`src/logic/wr_burst_pkg.sv`:
```
// Shared constants, types and helpers of the write burst link
package wr_burst_pkg;
  // ---------------------------------------------------------------
  // Widths and depths
  // ---------------------------------------------------------------
  localparam int COL_W     = 10;
  localparam int BG_W      = 2;
  localparam int DQ_W      = 8;
  localparam int LAT_W     = 5;
  localparam int WL_W      = 6;
  localparam int LAT_DEPTH = 32;

  // ---------------------------------------------------------------
  // Burst modes and lengths
  // ---------------------------------------------------------------
  localparam logic [1:0] BURST_FIXED_BL8 = 2'h0;
  localparam logic [1:0] BURST_OTF       = 2'h1;
  localparam logic [1:0] BURST_FIXED_BC4 = 2'h2;
  localparam logic [3:0] BEATS_BL8       = 4'h8;
  localparam logic [3:0] BEATS_BC4       = 4'h4;

  // ---------------------------------------------------------------
  // Timing counts (link clocks, ref clocks for the divider)
  // ---------------------------------------------------------------
  localparam logic [LAT_W-1:0] CWL_LOWEST     = 5'h09;
  localparam logic [7:0]       CCD_FORBIDDEN  = 8'h05;
  localparam logic [7:0]       WR_RECOVERY_CK = 8'h0c;
  localparam logic [3:0]       CK_HALF        = 4'h6;
  localparam logic [3:0]       CK_QUARTER     = 4'h3;

  // ---------------------------------------------------------------
  // Controller register map
  // ---------------------------------------------------------------
  localparam logic [7:0]  ADDR_CFG      = 8'h00;
  localparam logic [7:0]  ADDR_CMD      = 8'h04;
  localparam logic [7:0]  ADDR_DATA_LO  = 8'h08;
  localparam logic [7:0]  ADDR_DATA_HI  = 8'h0c;
  localparam logic [7:0]  ADDR_KEEP     = 8'h10;
  localparam logic [7:0]  ADDR_STATUS   = 8'h14;
  localparam int          CFG_W         = 16;
  localparam int          CFG_BURST_LSB = 0;
  localparam int          CFG_PRE2_BIT  = 2;
  localparam int          CFG_AL_LSB    = 3;
  localparam int          CFG_CWL_LSB   = 8;
  localparam int          CFG_FUNC_LSB  = 13;
  localparam int          CFG_MASK_BIT  = 15;
  localparam logic [15:0] CFG_RESET     = 16'h0900;
  localparam int          CMD_W         = 14;
  localparam int          CMD_COL_LSB   = 0;
  localparam int          CMD_BG_LSB    = 10;
  localparam int          CMD_AP_BIT    = 12;
  localparam int          CMD_A12_BIT   = 13;
  localparam int          ST_BUSY_BIT   = 0;
  localparam int          ST_CFGERR_BIT = 1;
  localparam int          ST_COUNT_LSB  = 8;

  // ---------------------------------------------------------------
  // Types
  // ---------------------------------------------------------------
  typedef enum logic [1:0] {
    PIN_MASK    = 2'h0,
    PIN_INVERT  = 2'h1,
    PIN_TSTROBE = 2'h2
  } pin_func_t;

  typedef enum logic [1:0] {
    CRC_OFF        = 2'h0,
    CRC_NONPERSIST = 2'h1,
    CRC_PERSIST    = 2'h2
  } crc_mode_t;

  typedef struct packed {
    logic            ck;
    logic            cmd_wr;
    logic            a10;
    logic            a12;
    logic [BG_W-1:0] bg;
    logic [COL_W-1:0] col;
    logic            dqs;
    logic [DQ_W-1:0] dq;
    logic            dm_n;
  } link_t;

  typedef struct packed {
    logic             v;
    logic             bl8;
    logic             ap;
    logic [BG_W-1:0]  bg;
    logic [COL_W-1:0] col;
  } slot_t;

  // ---------------------------------------------------------------
  // Helpers
  // ---------------------------------------------------------------
  function automatic logic burst_is_bl8(input logic [1:0] mode, input logic a12);
    logic r;
    r = 1'b1;
    case (mode)
      BURST_FIXED_BL8: r = 1'b1;
      BURST_OTF:       r = a12;
      BURST_FIXED_BC4: r = 1'b0;
      default:         r = 1'b1;
    endcase
    return r;
  endfunction : burst_is_bl8

  function automatic logic [WL_W-1:0] write_latency(input logic [LAT_W-1:0] al,
                                                    input logic [LAT_W-1:0] write_cas_latency);
    return {1'b0, al} + {1'b0, write_cas_latency};
  endfunction : write_latency
endpackage : wr_burst_pkg

```
`src/logic/wr_link_if.sv`:
```
// Write burst link between memory controller and memory device
`timescale 1ns/1ps
interface wr_link_if;
  import wr_burst_pkg::*;
  logic             ck;
  logic             cmd_wr;
  logic             a10;
  logic             a12;
  logic [BG_W-1:0]  bg;
  logic [COL_W-1:0] col;
  logic             dqs;
  logic [DQ_W-1:0]  dq;
  logic             dm_n;

  modport ctrl (output ck, output cmd_wr, output a10, output a12, output bg,
                output col, output dqs, output dq, output dm_n);
  modport dram (input ck, input cmd_wr, input a10, input a12, input bg,
                input col, input dqs, input dq, input dm_n);
endinterface : wr_link_if

```
`src/logic/wr_burst_ctrl.sv`:
```
// Controller end: APB registers, link clock divider, write bursts
`timescale 1ns/1ps
module wr_burst_ctrl
  import wr_burst_pkg::*;
(
  input  wire logic        i_ref_clk,
  input  wire logic        i_reset_n,
  input  wire logic        i_psel,
  input  wire logic        i_penable,
  input  wire logic        i_pwrite,
  input  wire logic [7:0]  i_paddr,
  input  wire logic [31:0] i_pwdata,
  output logic [31:0]      o_prdata,
  output logic             o_pready,
  output logic             o_pslverr,
  wr_link_if.ctrl          link
);
  // ---------------------------------------------------------------
  // State
  // ---------------------------------------------------------------
  typedef enum logic [2:0] {
    ST_IDLE = 3'h0,
    ST_CMD  = 3'h1,
    ST_WAIT = 3'h3,
    ST_DATA = 3'h2,
    ST_REC  = 3'h6
  } ctl_state_t;

  typedef struct packed {
    logic [3:0]       ph;
    ctl_state_t       st;
    logic [CFG_W-1:0] cfg;
    logic [CMD_W-1:0] cmd;
    logic [63:0]      data;
    logic [7:0]       keep;
    logic             go;
    logic             bl8;
    logic [7:0]       cnt;
    logic [3:0]       edges;
    logic [7:0]       sp;
    logic [7:0]       done;
    logic [31:0]      prdata;
    link_t            l;
  } ctl_t;

  localparam logic [3:0] PH_LAST   = CK_HALF + CK_HALF - 4'h1;
  // Divider starts on its last phase so the first high half is full; mask pin idles high
  localparam ctl_t       CTL_RESET = '{ph: PH_LAST, st: ST_IDLE, cfg: CFG_RESET,
                                       l: '{dm_n: 1'b1, default: '0}, default: '0};

  ctl_t             q;
  ctl_t             d;
  logic             rise;
  logic             fall;
  logic             strobe;
  logic             pre2;
  logic             mask_on;
  logic             cfg_err;
  logic             busy;
  logic             mapped;
  logic             refuse;
  logic [LAT_W-1:0] al;
  logic [LAT_W-1:0] write_cas_latency;
  logic [3:0]       len;
  logic [31:0]      st_word;

  function automatic logic [DQ_W-1:0] beat_byte(input logic [63:0] data,
                                                input logic [2:0]  idx);
    return data[{idx, 3'h0} +: DQ_W];
  endfunction : beat_byte

  // ---------------------------------------------------------------
  // Decode
  // ---------------------------------------------------------------
  assign rise    = (q.ph == 4'h0) && q.l.ck;
  assign fall    = (q.ph == CK_HALF);
  assign strobe  = (q.ph == CK_QUARTER) || (q.ph == CK_HALF + CK_QUARTER);
  assign pre2    = q.cfg[CFG_PRE2_BIT];
  assign al      = q.cfg[CFG_AL_LSB +: LAT_W];
  assign write_cas_latency     = q.cfg[CFG_CWL_LSB +: LAT_W];
  // Mask only with the pin in mask function, never with inversion
  assign mask_on = q.cfg[CFG_MASK_BIT] && (q.cfg[CFG_FUNC_LSB +: 2] == PIN_MASK);
  assign cfg_err = pre2 && (write_cas_latency <= CWL_LOWEST);
  assign busy    = q.go || (q.st != ST_IDLE);
  assign len     = q.bl8 ? BEATS_BL8 : BEATS_BC4;
  assign mapped  = i_paddr inside {ADDR_CFG, ADDR_CMD, ADDR_DATA_LO, ADDR_DATA_HI,
                                   ADDR_KEEP, ADDR_STATUS};
  // Only one write in flight; a new order while busy is refused
  assign refuse  = i_pwrite && ((i_paddr == ADDR_STATUS) ||
                   ((i_paddr == ADDR_CMD) && (busy || cfg_err)));

  assign o_pready  = 1'b1;
  assign o_pslverr = i_psel && i_penable && (!mapped || refuse);

  always_comb begin
    st_word                       = '0;
    st_word[ST_BUSY_BIT]          = busy;
    st_word[ST_CFGERR_BIT]        = cfg_err;
    st_word[ST_COUNT_LSB +: 8]    = q.done;
  end

  // ---------------------------------------------------------------
  // Next state
  // ---------------------------------------------------------------
  always_comb begin
    d      = q;
    d.ph   = (q.ph == PH_LAST) ? 4'h0 : q.ph + 4'h1;
    d.l.ck = (d.ph < CK_HALF);

    // Read data latched in setup so the access phase needs no wait
    if (i_psel && !i_penable && !i_pwrite) begin
      case (i_paddr)
        ADDR_CFG:     d.prdata = {16'h0000, q.cfg};
        ADDR_CMD:     d.prdata = {18'h00000, q.cmd};
        ADDR_DATA_LO: d.prdata = q.data[31:0];
        ADDR_DATA_HI: d.prdata = q.data[63:32];
        ADDR_KEEP:    d.prdata = {24'h000000, q.keep};
        ADDR_STATUS:  d.prdata = st_word;
        default:      d.prdata = '0;
      endcase
    end

    if (i_psel && i_penable && i_pwrite && !o_pslverr) begin
      case (i_paddr)
        ADDR_CFG:     d.cfg = i_pwdata[CFG_W-1:0];
        ADDR_CMD: begin
          d.cmd = i_pwdata[CMD_W-1:0];
          d.go  = 1'b1;
        end
        ADDR_DATA_LO: d.data[31:0] = i_pwdata;
        ADDR_DATA_HI: d.data[63:32] = i_pwdata;
        ADDR_KEEP:    d.keep = i_pwdata[7:0];
        default:      d.go = q.go;
      endcase
    end

    if (rise && (q.sp != 8'hff)) begin
      d.sp = q.sp + 8'h01;
    end

    case (q.st)
      ST_IDLE: begin
        // Spacing of five rises is skipped to six with the long preamble
        if (q.go && fall && !(pre2 && (q.sp + 8'h01 == CCD_FORBIDDEN))) begin
          d.go       = 1'b0;
          d.st       = ST_CMD;
          d.l.cmd_wr = 1'b1;
          d.l.a10    = q.cmd[CMD_AP_BIT];
          d.l.a12    = q.cmd[CMD_A12_BIT];
          d.l.bg     = q.cmd[CMD_BG_LSB +: BG_W];
          d.l.col    = q.cmd[CMD_COL_LSB +: COL_W];
          d.bl8      = burst_is_bl8(q.cfg[CFG_BURST_LSB +: 2], q.cmd[CMD_A12_BIT]);
        end
      end
      ST_CMD: begin
        if (rise) begin
          d.sp = 8'h00;
        end
        if (fall) begin
          d.l.cmd_wr = 1'b0;
          d.cnt      = {2'h0, write_latency(al, write_cas_latency)};
          d.st       = ST_WAIT;
        end
      end
      ST_WAIT: begin
        if (rise) begin
          if (q.cnt <= 8'h01) begin
            d.st     = ST_DATA;
            d.edges  = 4'h0;
            d.l.dq   = beat_byte(q.data, 3'h0);
            d.l.dm_n = mask_on ? q.keep[0] : 1'b1;
          end else begin
            d.cnt = q.cnt - 8'h01;
          end
        end
      end
      ST_DATA: begin
        if (strobe) begin
          d.l.dqs = ~q.l.dqs;
          d.edges = q.edges + 4'h1;
        end else if (rise || fall) begin
          if (q.edges == len) begin
            // Recovery counted from this first rise after the last beat
            d.st     = ST_REC;
            d.cnt    = WR_RECOVERY_CK;
            d.done   = q.done + 8'h01;
            d.l.dq   = '0;
            d.l.dm_n = 1'b1;
          end else begin
            d.l.dq   = beat_byte(q.data, q.edges[2:0]);
            d.l.dm_n = mask_on ? q.keep[q.edges[2:0]] : 1'b1;
          end
        end
      end
      ST_REC: begin
        if (rise) begin
          if (q.cnt <= 8'h01) begin
            d.st = ST_IDLE;
          end else begin
            d.cnt = q.cnt - 8'h01;
          end
        end
      end
      default: d.st = ST_IDLE;
    endcase
  end

  always_ff @(posedge i_ref_clk or negedge i_reset_n) begin
    if (!i_reset_n) begin
      q <= CTL_RESET;
    end else begin
      q <= d;
    end
  end

  // ---------------------------------------------------------------
  // Outputs
  // ---------------------------------------------------------------
  assign o_prdata    = q.prdata;
  assign link.ck     = q.l.ck;
  assign link.cmd_wr = q.l.cmd_wr;
  assign link.a10    = q.l.a10;
  assign link.a12    = q.l.a12;
  assign link.bg     = q.l.bg;
  assign link.col    = q.l.col;
  assign link.dqs    = q.l.dqs;
  assign link.dq     = q.l.dq;
  assign link.dm_n   = q.l.dm_n;
endmodule : wr_burst_ctrl

```
`src/flat_wrapper.sv`:
```
// flat-port wrapper written by rule: the top's interface ports become plain ports
module wr_burst_ctrl_flat import wr_burst_pkg::*;
  (i_ref_clk, i_reset_n, i_psel, i_penable, i_pwrite, i_paddr, i_pwdata, o_prdata, o_pready, o_pslverr, link_ck, link_cmd_wr, link_a10, link_a12, link_bg, link_col, link_dqs, link_dq, link_dm_n);
  wr_link_if link_i ();
  input  wire logic i_ref_clk;
  input  wire logic i_reset_n;
  input  wire logic i_psel;
  input  wire logic i_penable;
  input  wire logic i_pwrite;
  input  wire logic [7:0] i_paddr;
  input  wire logic [31:0] i_pwdata;
  output logic [31:0] o_prdata;
  output logic o_pready;
  output logic o_pslverr;
  output wire logic [$bits(link_i.ck)-1:0] link_ck;
  output wire logic [$bits(link_i.cmd_wr)-1:0] link_cmd_wr;
  output wire logic [$bits(link_i.a10)-1:0] link_a10;
  output wire logic [$bits(link_i.a12)-1:0] link_a12;
  output wire logic [$bits(link_i.bg)-1:0] link_bg;
  output wire logic [$bits(link_i.col)-1:0] link_col;
  output wire logic [$bits(link_i.dqs)-1:0] link_dqs;
  output wire logic [$bits(link_i.dq)-1:0] link_dq;
  output wire logic [$bits(link_i.dm_n)-1:0] link_dm_n;
  assign link_ck = link_i.ck;
  assign link_cmd_wr = link_i.cmd_wr;
  assign link_a10 = link_i.a10;
  assign link_a12 = link_i.a12;
  assign link_bg = link_i.bg;
  assign link_col = link_i.col;
  assign link_dqs = link_i.dqs;
  assign link_dq = link_i.dq;
  assign link_dm_n = link_i.dm_n;
  wr_burst_ctrl u_core (.i_ref_clk(i_ref_clk), .i_reset_n(i_reset_n), .i_psel(i_psel), .i_penable(i_penable), .i_pwrite(i_pwrite), .i_paddr(i_paddr), .i_pwdata(i_pwdata), .o_prdata(o_prdata), .o_pready(o_pready), .o_pslverr(o_pslverr), .link(link_i));
endmodule
```
`config.mk`:
```
export PLATFORM = sky130hd
export DESIGN_NAME = wr_burst_ctrl_flat
export DESIGN_NICKNAME = d
export VERILOG_FILES = /design/src/logic/wr_burst_pkg.sv /design/src/logic/wr_link_if.sv /design/src/logic/wr_burst_ctrl.sv /design/src/flat_wrapper.sv
export SDC_FILE = /design/constraint.sdc
export NUM_CORES = 1
export LEC_CHECK = 0
export BUFFER_PORTS_ARGS = -buffer_cell sky130_fd_sc_hd__buf_4
export CAP_MARGIN = 20
export CORE_MARGIN = 4
export CORE_UTILIZATION = 64
export CTS_CLUSTER_SIZE = 8
export DETAILED_ROUTE_END_ITERATION = 16
export GPL_TIMING_DRIVEN = 1
export HOLD_SLACK_MARGIN = 0.05
export PLACE_DENSITY = 0.94
export SKIP_LAST_GASP = 1
export SLEW_MARGIN = 20
export SYNTH_ARGS = -nofsm -noshare
export SYNTH_HDL_FRONTEND = slang
export SYNTH_SLANG_ARGS = --single-unit
```
`constraint.sdc`:
```
create_clock -name i_ref_clk -period 6.4 [get_ports i_ref_clk]
set_input_delay 0.96 -clock i_ref_clk [delete_from_list [all_inputs] [get_ports i_ref_clk]]
set_output_delay 0.96 -clock i_ref_clk [all_outputs]
set_load 0.03 [all_outputs]
```
==> summary.txt, run 1 <==
worst setup path category: in -> reg
clock power share: 0.408
reg2reg end: u_core.pre2
Post-CTS Setup Bufs: 0
TritonRoute pass-1 iters: 7
post-place setup slack: 2.407 ns
post-CTS sizing: 0
routed len/inst: 22.87 µm
post-layout util: 0.7175
Antenna Cells: 0
WP data arrival: 3.87 ns
vias in the first global route: 7456
Worst path most repeated cell: buf_4
DRT Wirelength: 25.89 mm
Layout area overhead: 10.63%
Die Y: 134.7 µm
CP Capture Point: u_core.q[96]
f_max: 282.2 MHz
row count: 46
nature of the critical path endpoint: flop
gp weighted congestion: 0.9187
Worst-Margin Slew: 1.091 ns
Final min period: 3.544 ns
max incr delay on CP: 0.76 ns
register bit total from synthesis: 197
hold_sp: u_core.link.dqs
clock-pin slew on the worst setup and hold paths: 0.07 ns
unrepaired setup endpoints after global routing: no
antenna-violating nets left: 0
Synthesized Nets: 932
CP startpoint kind: input port
DIE AREA: 18130 µm²
share of power burned in registers: 0.505
I/O Buffers: 103
Max-Cap Viols: 0
largest net degree at the start of global routing: 119
global-route wire length before repair: 41.45 mm
remaining routing DRC violations: 0
HPWL Detailed: 17.80 mm
met3 Resource Use GR: 0.06632
final setup fails: 0
Sw Ratio: 0.2602
Synth Area in Adders: 0.02145
CP Cell Sequence: buf_4, or4_4, or3_4, nor3b_4, nor2b_2, buf_4, mux2_2
H-tree depth: 4
NetSw: 667.2 µW
Int Pwr: 1.896 mW
slack of the critical path: 2.856 ns
cts bufs inserted: 17
Reg2Reg Depth: 5
Comb pwr share: 0.087
Critical path origin: i_paddr[5]
Syn Inst Count: 870
cell type of the slowest stage on the worst timing path: nor3b_4
Total GRT Usage: 0.2975
Clock Tree Buf Depth: 2
leak pwr: 5.388 nW
fillers: 1008
crit-path max FO: 32
sequential-to-total area share from yosys stat: 0.4809
gr ovfl total: 0
CTS Hold Bufs: 0
DR vias: 7316
cell area power density: 225.7 nW/µm²
status: finished, final reports clean
hold slack final: 0.4815 ns
initial antenna violation count: 0
endpoints failing hold: 0
largest family of logic cells by synthesized area: multiplexers
setup_tns: 0 ns
main flop type after synthesis: dfrtp_1
post-synthesis compound-gate area fraction: 0.1010
required time of the critical path: 6.73 ns
Nets: 965
layout cells sized above 1: 0.3526
Max-slew headroom: 0.2675
drt initial violations: 725
Min-Delay Path Class: reg -> reg
io pins: 105
Post-synth ARST share: 1.000
fraction of synthesized area in multiplexers: 0.2161
vias per inst: 6.463
global-route met2 utilization: 0.4717
Warnings, synthesis: 0
synthesized cell area: 10270 µm²
Netlist cell types: 76
Pwr Total: 2.564 mW
GRT Max-Usage Layer: met2
number of synthesized flops with an enable pin: 0
post-synthesis xor/xnor area fraction: 0.01280
Root Driver: clkbuf_16
Core ar.: 15830 µm²
Initial Util: 0.6486
clk_skew: 0.01108 ns
Final Cycle Share: 0.5538
R2R setup slack: 3.15 ns
CTS Sinks: 197
Skew-Pair Late Insertion Delay: 0.45 ns
Avg Inst Size Synth: 11.80 µm²
GR Util met1: 0.3873
peak supply drop: 0.1851 mV
Post-Synth Simple-Gate Area: 0.09811
r2r startpoint: u_core.q[190]
CTS tree: built
Max Slew Vio Count: 0
chip width: 134.7 µm
[per-layer routing]
layer	vias up	wire [µm]
met5	-	0
met4	0	1342
met3	92	1796
met2	367	12680
met1	3661	10070
li1	3196	-
[worst min path at each step]
stage	cells past startpoint	endpoint	slack, ns
4_1_cts	1	u_core.link.dqs	0.49
5_1_grt	1	u_core.link.dqs	0.51
6_report	1	u_core.link.dqs	0.48
3_3_place_gp	1	u_core.link.dqs	0.46
3_5_place_dp	1	u_core.link.cmd_wr	0.47
2_1_floorplan	1	u_core.q[65]	0.45
[synth_stat cells, types with 3 or more instances]
| master | count | area [µm²] |
|---|---|---|
| nor3_1 | 6 | 30.03 |
| nor2_1 | 66 | 247.7 |
| a21oi_1 | 15 | 75.07 |
| o22ai_1 | 4 | 25.02 |
| a211oi_1 | 3 | 22.52 |
| o31ai_1 | 7 | 52.55 |
| nor3b_1 | 3 | 22.52 |
| a31o_2 | 4 | 35.03 |
| xnor2_1 | 12 | 105.1 |
| a22oi_1 | 3 | 22.52 |
| nand4_1 | 4 | 25.02 |
| ha_1 | 16 | 200.2 |
| a221oi_1 | 24 | 210.2 |
| o21ai_0 | 39 | 195.2 |
| and3_1 | 8 | 50.05 |
| buf_1 | 6 | 22.52 |
| a31oi_1 | 13 | 81.33 |
| nor4_1 | 3 | 18.77 |
| o41ai_1 | 3 | 26.28 |
| clkbuf_1 | 31 | 116.4 |
| mux2_2 | 117 | 1318 |
| and2_1 | 8 | 50.05 |
| dfrtp_1 | 191 | 4780 |
| xor2_1 | 3 | 26.28 |
| a21o_1 | 3 | 22.52 |
| or4_1 | 3 | 22.52 |
| dfstp_2 | 6 | 157.7 |
| buf_2 | 4 | 20.02 |
| a222oi_1 | 6 | 60.06 |
| inv_1 | 23 | 86.33 |
| nor2b_1 | 4 | 25.02 |
| or3_1 | 3 | 18.77 |
| mux2i_1 | 18 | 180.2 |
| mux2_4 | 9 | 135.1 |
| nand3_1 | 15 | 75.07 |
| nand2b_1 | 5 | 31.28 |
| buf_4 | 57 | 427.9 |
| nand2_1 | 56 | 210.2 |
| mux4_2 | 25 | 563.0 |
[logic make-up after synthesis]
group,count (synthesis)
AO/OA/AOI/OAI,144
other,1
AND/OR/NAND/NOR,201
XOR/XNOR,15
adder cells (fa/ha/maj),17
flip-flops,197
multiplexers,171
buffers and inverters,124
[critical path: cells and delay by family]
family / cells / cell delay [ns]
and+or+nand+nor: 4 / 1.98
buffers and inverters: 2 / 0.50
muxes: 1 / 0.40
[cells in the final DEF, fill, tap and decap left out, drive strengths merged, types with 5 or more instances in the layout]
master / instances
nor3: 7
a222oi: 6
clkbuf: 19
o31ai: 7
buf: 113
a31oi: 13
a211oi: 5
inv: 30
and3: 8
mux2: 128
nor2: 66
a21oi: 15
or4: 5
dfrtp: 191
a221oi: 24
nand2b: 5
nor3b: 5
xnor2: 12
dfstp: 6
o21ai: 40
and2: 9
ha: 16
mux2i: 18
mux4: 25
nand3: 15
nand2: 56
[cell type report]
type,instances,area [µm²],area share
sequential,197,4937,0.4347
timing repair buffer,115,867.1,0.07635
clock inverter,15,145.1,0.01278
clock buffer,17,425.4,0.03746
multi-input combinational,549,4626,0.4073
tap,216,270.3,0.02380
inverter,23,86.33,0.007602
[per-stage QoR]
step           std cells  area (µm²)
3_5_place_dp        1099       10780
6_report            1132       11360
4_1_cts             1131       11350
3_3_place_gp        1099       10780
5_1_grt             1132       11360
2_1_floorplan        870       10270
[flip-flops by register name, indices dropped and copies added, names as in the netlist, named ones only]
signal              count
u_core.link.dq          8
u_core.link.dqs         1
u_core.o_prdata        32
u_core.link.col        10
u_core.link.bg          2
u_core.link.ck          1
u_core.link.cmd_wr      1
u_core.pre2             1
u_core.link.dm_n        1
u_core.al               5
u_core.link.a10         1
u_core.q              128
u_core.link.a12         1
[power groups by stage]
stage | Clock, mW | Sequential [mW] | Combinational (mW)
2_1_floorplan | 0 | 1.31 | 0.152
3_3_place_gp | 0 | 1.32 | 0.220
3_5_place_dp | 0 | 1.32 | 0.225
4_1_cts | 1.06 | 1.29 | 0.226
5_1_grt | 1.11 | 1.30 | 0.242
6_report | 1.05 | 1.29 | 0.224
(Power assumes the default switching activity.)
==> run 2, diff against run 1 <==
Settings changed: ABC_AREA set to 1, CORE_UTILIZATION 64 to 54, PLACE_DENSITY 0.94 to 0.85.
Clock period 6.4 ns to 3.1 ns, I/O delays scaled along.
==> run 2 against run 1 <==
Effect of this change: global-route usage shrank 3.2 points; routed wire length rose by 7.8%; count of clock-buffer cells in the layout grew 1; critical path depth is the same; synthesized cell count is 48% higher; sequential power up 130%; clock skew grew 0.0022 ns; first-iteration DRC count grew 36%; highest routed layer unchanged; non-clock buffer count up 6; setup slack worse by 2.3 ns; core utilization decreased by 10 points.
==> summary.txt, run 2 <==
status: finished, final reports clean (unchanged)
met3 WL: 2.519 mm (was 1.796 mm)
sequential-to-total area share from yosys stat: 0.4812 (was 0.4809)
crit-path max FO: 10 (was 32)
remaining routing DRC violations: 0 (unchanged)
WP data arrival: 2.11 ns (was 3.87 ns)
initial antenna violation count: 0 (unchanged)
DIE AREA: 21270 µm² (was 18130 µm²)
Post-CTS Setup Bufs: 0 (unchanged)
cts bufs inserted: 17 (unchanged)
Worst-Margin Slew: 0.9236 ns (was 1.091 ns)
Initial Util: 0.5485 (was 0.6486)
Top reg by flops: u_core.q (unchanged)
setup_tns: 0 ns (unchanged)
gr ovfl total: 0 (unchanged)
crit-path leading delay family: simple AND/OR/NAND/NOR gates (unchanged)
Synthesized Nets: 1349 (was 932)
Min-Delay Path Class: in -> async (was reg -> reg)
Max-slew headroom: 0.3830 (was 0.2675)
H-tree depth: 4 (unchanged)
Clock Tree Buf Depth: 2 (unchanged)
commonest cells after routing, fill and taps aside: nand2_1 (355), dfrtp_1 (191), inv_1 (139) (was dfrtp_1 (191), mux2_2 (117), buf_4 (113))
Warnings, synthesis: 0 (unchanged)
largest net degree at the start of global routing: 81 (was 119)
top cell type's share of synthesized area: 0.4659 (was 0.4656)
synthesized cell area: 10260 µm² (was 10270 µm²)
global-route wire length before repair: 45.09 mm (was 41.45 mm)
CTS Sinks: 197 (unchanged)
Core ar.: 18710 µm² (was 15830 µm²)
clock-pin slew on the worst setup and hold paths: 0.07 ns (about the same)
Antenna Cells: 0 (unchanged)
antenna-violating nets left: 0 (unchanged)
Root Driver: clkbuf_16 (unchanged)
required time of the critical path: 2.63 ns (was 6.73 ns)
unrepaired setup endpoints after global routing: no (unchanged)
R2R setup slack: 0.59 ns (was 3.15 ns)
I/O Buffers: 103 (unchanged)
ranking of synthesized cells by area: dfrtp_1 (47%), nand2_1 (13%), o21ai_0 (6.3%), inv_1 (5.1%), buf_4 (4.0%) (was dfrtp_1 (47%), mux2_2 (13%), mux4_2 (5.5%), buf_4 (4.2%), nor2_1 (2.4%))
endpoints failing hold: 0 (unchanged)
CP bufs+invs: 2 (unchanged)
top-count cell post-synth: nand2_1 (was dfrtp_1)
worst setup path category: in -> out (was in -> reg)
cell area power density: 617.7 nW/µm² (was 225.7 nW/µm²)
cell type of the slowest stage on the worst timing path: nor2_2 (was nor3b_4)
DRT Wirelength: 27.90 mm (was 25.89 mm)
row count: 50 (was 46)
Netlist cell types: 42 (was 76)
HPWL Detailed: 20.33 mm (was 17.80 mm)
CTS Hold Bufs: 0 (unchanged)
Skew-Pair Late Insertion Delay: 0.44 ns (was 0.45 ns)
Nets: 1387 (was 965)
Layout area overhead: 11.93% (was 10.63%)
layout cells sized above 1: 0.1368 (was 0.3526)
Avg Inst Size Synth: 7.972 µm² (was 11.80 µm²)
Final min period: 2.576 ns
CTS tree: built (unchanged)
commonest cells in the netlist: nand2_1 (355), dfrtp_1 (191), inv_1 (139) (was dfrtp_1 (191), mux2_2 (117), nor2_1 (66))
Worst path most repeated cell: buf_4 (unchanged)
drt initial violations: 987 (was 725)
final setup fails: 0 (unchanged)
met1 WL: 11.87 mm (was 10.07 mm)
number of synthesized flops with an enable pin: 0 (unchanged)
Max Slew Vio Count: 0 (unchanged)
max FFs per register: 128 (unchanged)
fillers: 1601 (was 1008)
routed len/inst: 17.75 µm (was 22.87 µm)
vias per inst: 5.684 (was 6.463)
DR vias: 8935 (was 7316)
peak supply drop: 0.2887 mV (was 0.1851 mV)
f_max: 388.2 MHz
leak pwr: 5.700 nW (was 5.388 nW)
max incr delay on CP: 0.48 ns (was 0.76 ns)
Max-Cap Viols: 0 (unchanged)
TritonRoute pass-1 iters: 7 (unchanged)
main flop type after synthesis: dfrtp_1 (unchanged)
register bit total from synthesis: 197 (unchanged)
clk_skew: 0.01327 ns (was 0.01108 ns)
post-CTS sizing: 0 (unchanged)
gp weighted congestion: 1.013 (was 0.9187)
max layer used: met4 (unchanged)
vias in the first global route: 8565 (was 7456)
commonest non-fill, non-tap cell in the layout: nand2_1 (was dfrtp_1)
CP Cell Sequence: buf_4, nor2_1, nand3_1, nor2_2, a21oi_4, o31ai_1, buf_4 (was buf_4, or4_4, or3_4, nor3b_4, nor2b_2, buf_4, mux2_2)
Final Cycle Share: 0.8309
met2 WL: 12.72 mm (was 12.68 mm)
Total GRT Usage: 0.2652 (was 0.2975)
Post-synth ARST share: 1.000 (unchanged)
post-synth top area cell: dfrtp_1 (unchanged)
Pwr Total: 7.094 mW (was 2.564 mW)
CP startpoint kind: input port (unchanged)
io pins: 105 (unchanged)
nature of the critical path endpoint: primary output (was flop)
Die Y: 145.8 µm (was 134.7 µm)
Syn Inst Count: 1287 (was 870)
chip width: 145.8 µm (was 134.7 µm)
run 2: cell types whose count changed in the layout (fill, tap and decap cells not counted), sizes merged, moves of 12 or more:
cell / before / now
o211ai: 1 / 15
mux2: 128 / 3
nand3: 15 / 53
inv: 30 / 149
a21oi: 15 / 45
o22ai: 4 / 16
o21ai: 40 / 207
a221oi: 24 / 0
nand2: 56 / 357
mux2i: 18 / 0
mux4: 25 / 0
run 2: cell type report:
class                   count  area [µm²]  share of cell area
repair buffers            121       952.2             0.08292
well taps                 234       292.8             0.02550
clock buffers              18       439.2             0.03824
flip-flops and latches    197        4937              0.4299
multi-input cells         842        4146              0.3611
clock inverters            14       167.7             0.01460
inverters                 146       548.0             0.04772
run 2: report_power, final:
group	internal [mW]	switching, mW	total (mW)	leakage (nW)
clock network	1.24	1.04	2.28	0.303
registers	2.75	0.162	2.91	2.69
logic	0.616	1.28	1.90	2.71
total	4.61	2.49	7.09	5.70
run 2: kinds of logic after synthesis:
kind of cell,after synthesis,share of synthesized area
multiplexers,3,0.003292
other,1,0.0003655
XOR/XNOR,16,0.01366
AND/OR/NAND/NOR,503,0.2046
adder cells (fa/ha/maj),17,0.02146
buffers and inverters,248,0.1151
flip-flops,197,0.4812
AO/OA/AOI/OAI,302,0.1602
run 2: final timing paths:
kind,from,cells past startpoint,endpoint
worst min-delay path,i_reset_n,1,u_core.link.col[7]
worst max register to register,u_core.q[185],7,u_core.q[155]
max in group asynchronous,i_reset_n,2,u_core.o_prdata[29]
worst max-delay path,i_paddr[7],7,o_pslverr
worst min register to register,u_core.o_prdata[6],2,u_core.o_prdata[6]
min in group i_ref_clk,i_pwdata[19],3,u_core.q[115]
run 2: routing by layer:
metal  track usage  vias to the layer above
li1              -                     4215
met1        0.3751                     4217
met2        0.4129                      439
met3       0.05107                       64
met4       0.09069                        0
met5             0                        -
run 2: through the flow:
stage / cell area, µm² / setup slack (ns) / std cells / util / hold slack [ns]
after floorplan: 10260 / 0.6833 / 1287 / - / 0.1694
after global placement: 10880 / 0.5086 / 1540 / 0.5815 / 0.4654
after detailed placement: 10880 / 0.4243 / 1540 / 0.5815 / 0.4690
after CTS: 11480 / 0.4976 / 1572 / 0.6139 / 0.07693
after global routing: 11480 / 0.4080 / 1572 / 0.6139 / 0.1035
final: 11480 / 0.5242 / 1572 / 0.6139 / 0.05931
==> run 3, diff against run 2 <==
Settings changed: CORE_UTILIZATION 54 to 60, PLACE_DENSITY 0.85 to 0.89.
Clock period 3.1 ns to 2.5 ns, I/O delays scaled along.
==> run 3 against run 2 <==
Effect of this change: die area shrank 9.5%; first-iteration DRC count is 20% higher; sequential power increased by 24%; global-route usage rose by 2.2 points; setup slack got worse by 0.41 ns; critical path type is now reg -> out; largest power group unchanged.
==> summary.txt, run 3 (synthesis results as in run 2) <==
Worst path most repeated cell: nand3_1 (was buf_4)
routed len/inst: 17.81 µm (was 17.75 µm)
Inst Count DP: 1532 (was 1540)
cts bufs inserted: 17 (unchanged)
crit-path max FO: 6 (was 10)
reg2reg end: u_core.q[191] (was u_core.q[155])
Hold Crit Endpoint: u_core.q[115]
DP Area: 10900 µm² (was 10880 µm²)
io pins: 105 (unchanged)
max FFs per register: 128 (unchanged)
Initial Util: 0.6165 (was 0.5485)
final setup fails: 0 (unchanged)
CP bufs+invs: 1 (was 2)
hold_sp: i_pwdata[19]
vias in the first global route: 8702 (was 8565)
layout cells sized above 1: 0.1412 (was 0.1368)
Final Cycle Share: 0.9533
leak pwr: 5.701 nW (was 5.700 nW)
Pwr Total: 8.699 mW (was 7.094 mW)
r2r startpoint: u_core.q[76] (was u_core.q[185])
Min-Delay Path Class: in -> reg (was in -> async)
Nets: 1395 (was 1387)
commonest non-fill, non-tap cell in the layout: nand2_1 (unchanged)
H-tree depth: 4 (unchanged)
chip width: 138.8 µm (was 145.8 µm)
Total GRT Usage: 0.2875 (was 0.2652)
DRT Wirelength: 27.89 mm (was 27.90 mm)
initial antenna violation count: 0 (unchanged)
row count: 47 (was 50)
Skew-Pair Late Insertion Delay: 0.44 ns (about the same)
status: finished, final reports clean (unchanged)
Core ar.: 16640 µm² (was 18710 µm²)
peak supply drop: 0.5458 mV (was 0.2887 mV)
post-place setup slack: 0.2886 ns (was 0.4243 ns)
Max-Cap Viols: 0 (unchanged)
max incr delay on CP: 0.43 ns (was 0.48 ns)
DIE AREA: 19260 µm² (was 21270 µm²)
gr ovfl total: 0 (unchanged)
Root Driver: clkbuf_16 (unchanged)
Reg2Reg Depth: 9 (was 7)
hold slack final: 0.1930 ns (was 0.05931 ns)
R2R setup slack: 0.27 ns (was 0.59 ns)
nature of the critical path endpoint: primary output (unchanged)
clock-pin slew on the worst setup and hold paths: 0.07 ns (about the same)
crit-path leading delay family: compound AO/OA/AOI/OAI gates (was simple AND/OR/NAND/NOR gates)
CTS Sinks: 197 (unchanged)
global-route wire length before repair: 44.62 mm (was 45.09 mm)
TritonRoute pass-1 iters: 6 (was 7)
slack of the critical path: 0.1167 ns (was 0.5242 ns)
unrepaired setup endpoints after global routing: no (unchanged)
Final min period: 2.383 ns
required time of the critical path: 2.12 ns (was 2.63 ns)
Max Slew Vio Count: 0 (unchanged)
Layout area overhead: 12.04% (was 11.93%)
DR vias: 9001 (was 8935)
Max-slew headroom: 0.5412 (was 0.3830)
clk_skew: 0.009800 ns (was 0.01327 ns)
CP Cell Sequence: o21ai_0, nand3_1, nand3_1, a21oi_4, o31ai_1, buf_4 (was buf_4, nor2_1, nand3_1, nor2_2, a21oi_4, o31ai_1, buf_4)
hold path cells: 3
HPWL Detailed: 20.14 mm (was 20.33 mm)
cell type of the slowest stage on the worst timing path: dfrtp_1 (was nor2_2)
worst setup path category: reg -> out (was in -> out)
Worst-Margin Slew: 0.6810 ns (was 0.9236 ns)
Final Cell Area: 11490 µm² (was 11480 µm²)
commonest cells after routing, fill and taps aside: nand2_1 (355), dfrtp_1 (191), inv_1 (139) (unchanged)
WP data arrival: 2.01 ns (was 2.11 ns)
endpoints failing hold: 0 (unchanged)
post-layout util: 0.6907 (was 0.6139)
CP startpoint kind: flop (was input port)
remaining routing DRC violations: 0 (unchanged)
vias per inst: 5.748 (was 5.684)
Top reg by flops: u_core.q (unchanged)
antenna-violating nets left: 0 (unchanged)
Clock Tree Buf Depth: 2 (unchanged)
fin cells: 1566 (was 1572)
Antenna Cells: 0 (unchanged)
CTS tree: built (unchanged)
setup_tns: 0 ns (unchanged)
drt initial violations: 1181 (was 987)
I/O Buffers: 103 (unchanged)
gp weighted congestion: 0.9740 (was 1.013)
largest net degree at the start of global routing: 65 (was 81)
Critical Path Stages: 6 (was 7)
cell area power density: 756.7 nW/µm² (was 617.7 nW/µm²)
Die Y: 138.8 µm (was 145.8 µm)
f_max: 419.6 MHz
[run 3: cell count changes in the layout (fill, tap and decap cells not counted)]
cell	before	now
buf_4	117	123
clkinv_4	4	0
clkinvlp_4	0	4
inv_6	2	5
bufinv_16	2	0
buf_12	3	4
clkbuf_1	0	1
clkinv_2	2	1
dlygate4sd3_1	0	1
inv_8	4	3
nor3_1	7	6
nor3_2	2	3
[run 3: worst max path at each step]
stage | endpoint | slack (ns) | start
after global placement | u_core.o_prdata[13] | 0.41 | i_paddr[1]
after detailed placement | u_core.q[84] | 0.29 | u_core.q[76]
after floorplan | o_pslverr | 0.26 | i_paddr[1]
final | o_pslverr | 0.12 | u_core.q[184]
after global routing | u_core.q[191] | 0.07 | u_core.q[76]
after CTS | o_pslverr | 0.13 | u_core.q[184]
[run 3: final cells by class]
cell class	instances	area (µm²)
fill	1292	5147
sequential	197	4937
multi-input combinational	842	4151
timing repair buffer	129	1027
inverter	146	548.0
clock buffer	19	442.9
tap	220	275.3
clock inverter	13	112.6
[run 3: worst register-to-register path, cell delays in order (launching register included)]
cell     delay, ns
dfrtp_1       0.51
inv_1         0.30
o21ai_0       0.27
nand3_1       0.15
nand2_1       0.17
o21ai_2       0.11
nor3_2        0.35
nand2_1       0.13
nand2_1       0.08
nand2_1       0.05
[run 3: per-layer routing]
metal  vias up  track usage  share of wire
met1      4234       0.3965           0.42
met5         -            0              0
li1       4237            -              -
met2       458       0.4352           0.45
met3        72      0.08862           0.10
met4         0       0.1009          0.027
[run 3: timing repair]
| item | in CTS | in global routing |
|---|---|---|
| hold buffers | 1 | 0 |
| setup buffers | 0 | 1 |
| gates resized for setup | 0 | 1 |
| hold endpoints to repair | 48 | 0 |
| setup endpoints to repair | 0 | 8 |
[run 3: power breakdown]
group          switching, mW  internal, mW
clock network           1.28          1.33
logic                   1.65         0.813
registers              0.207          3.41
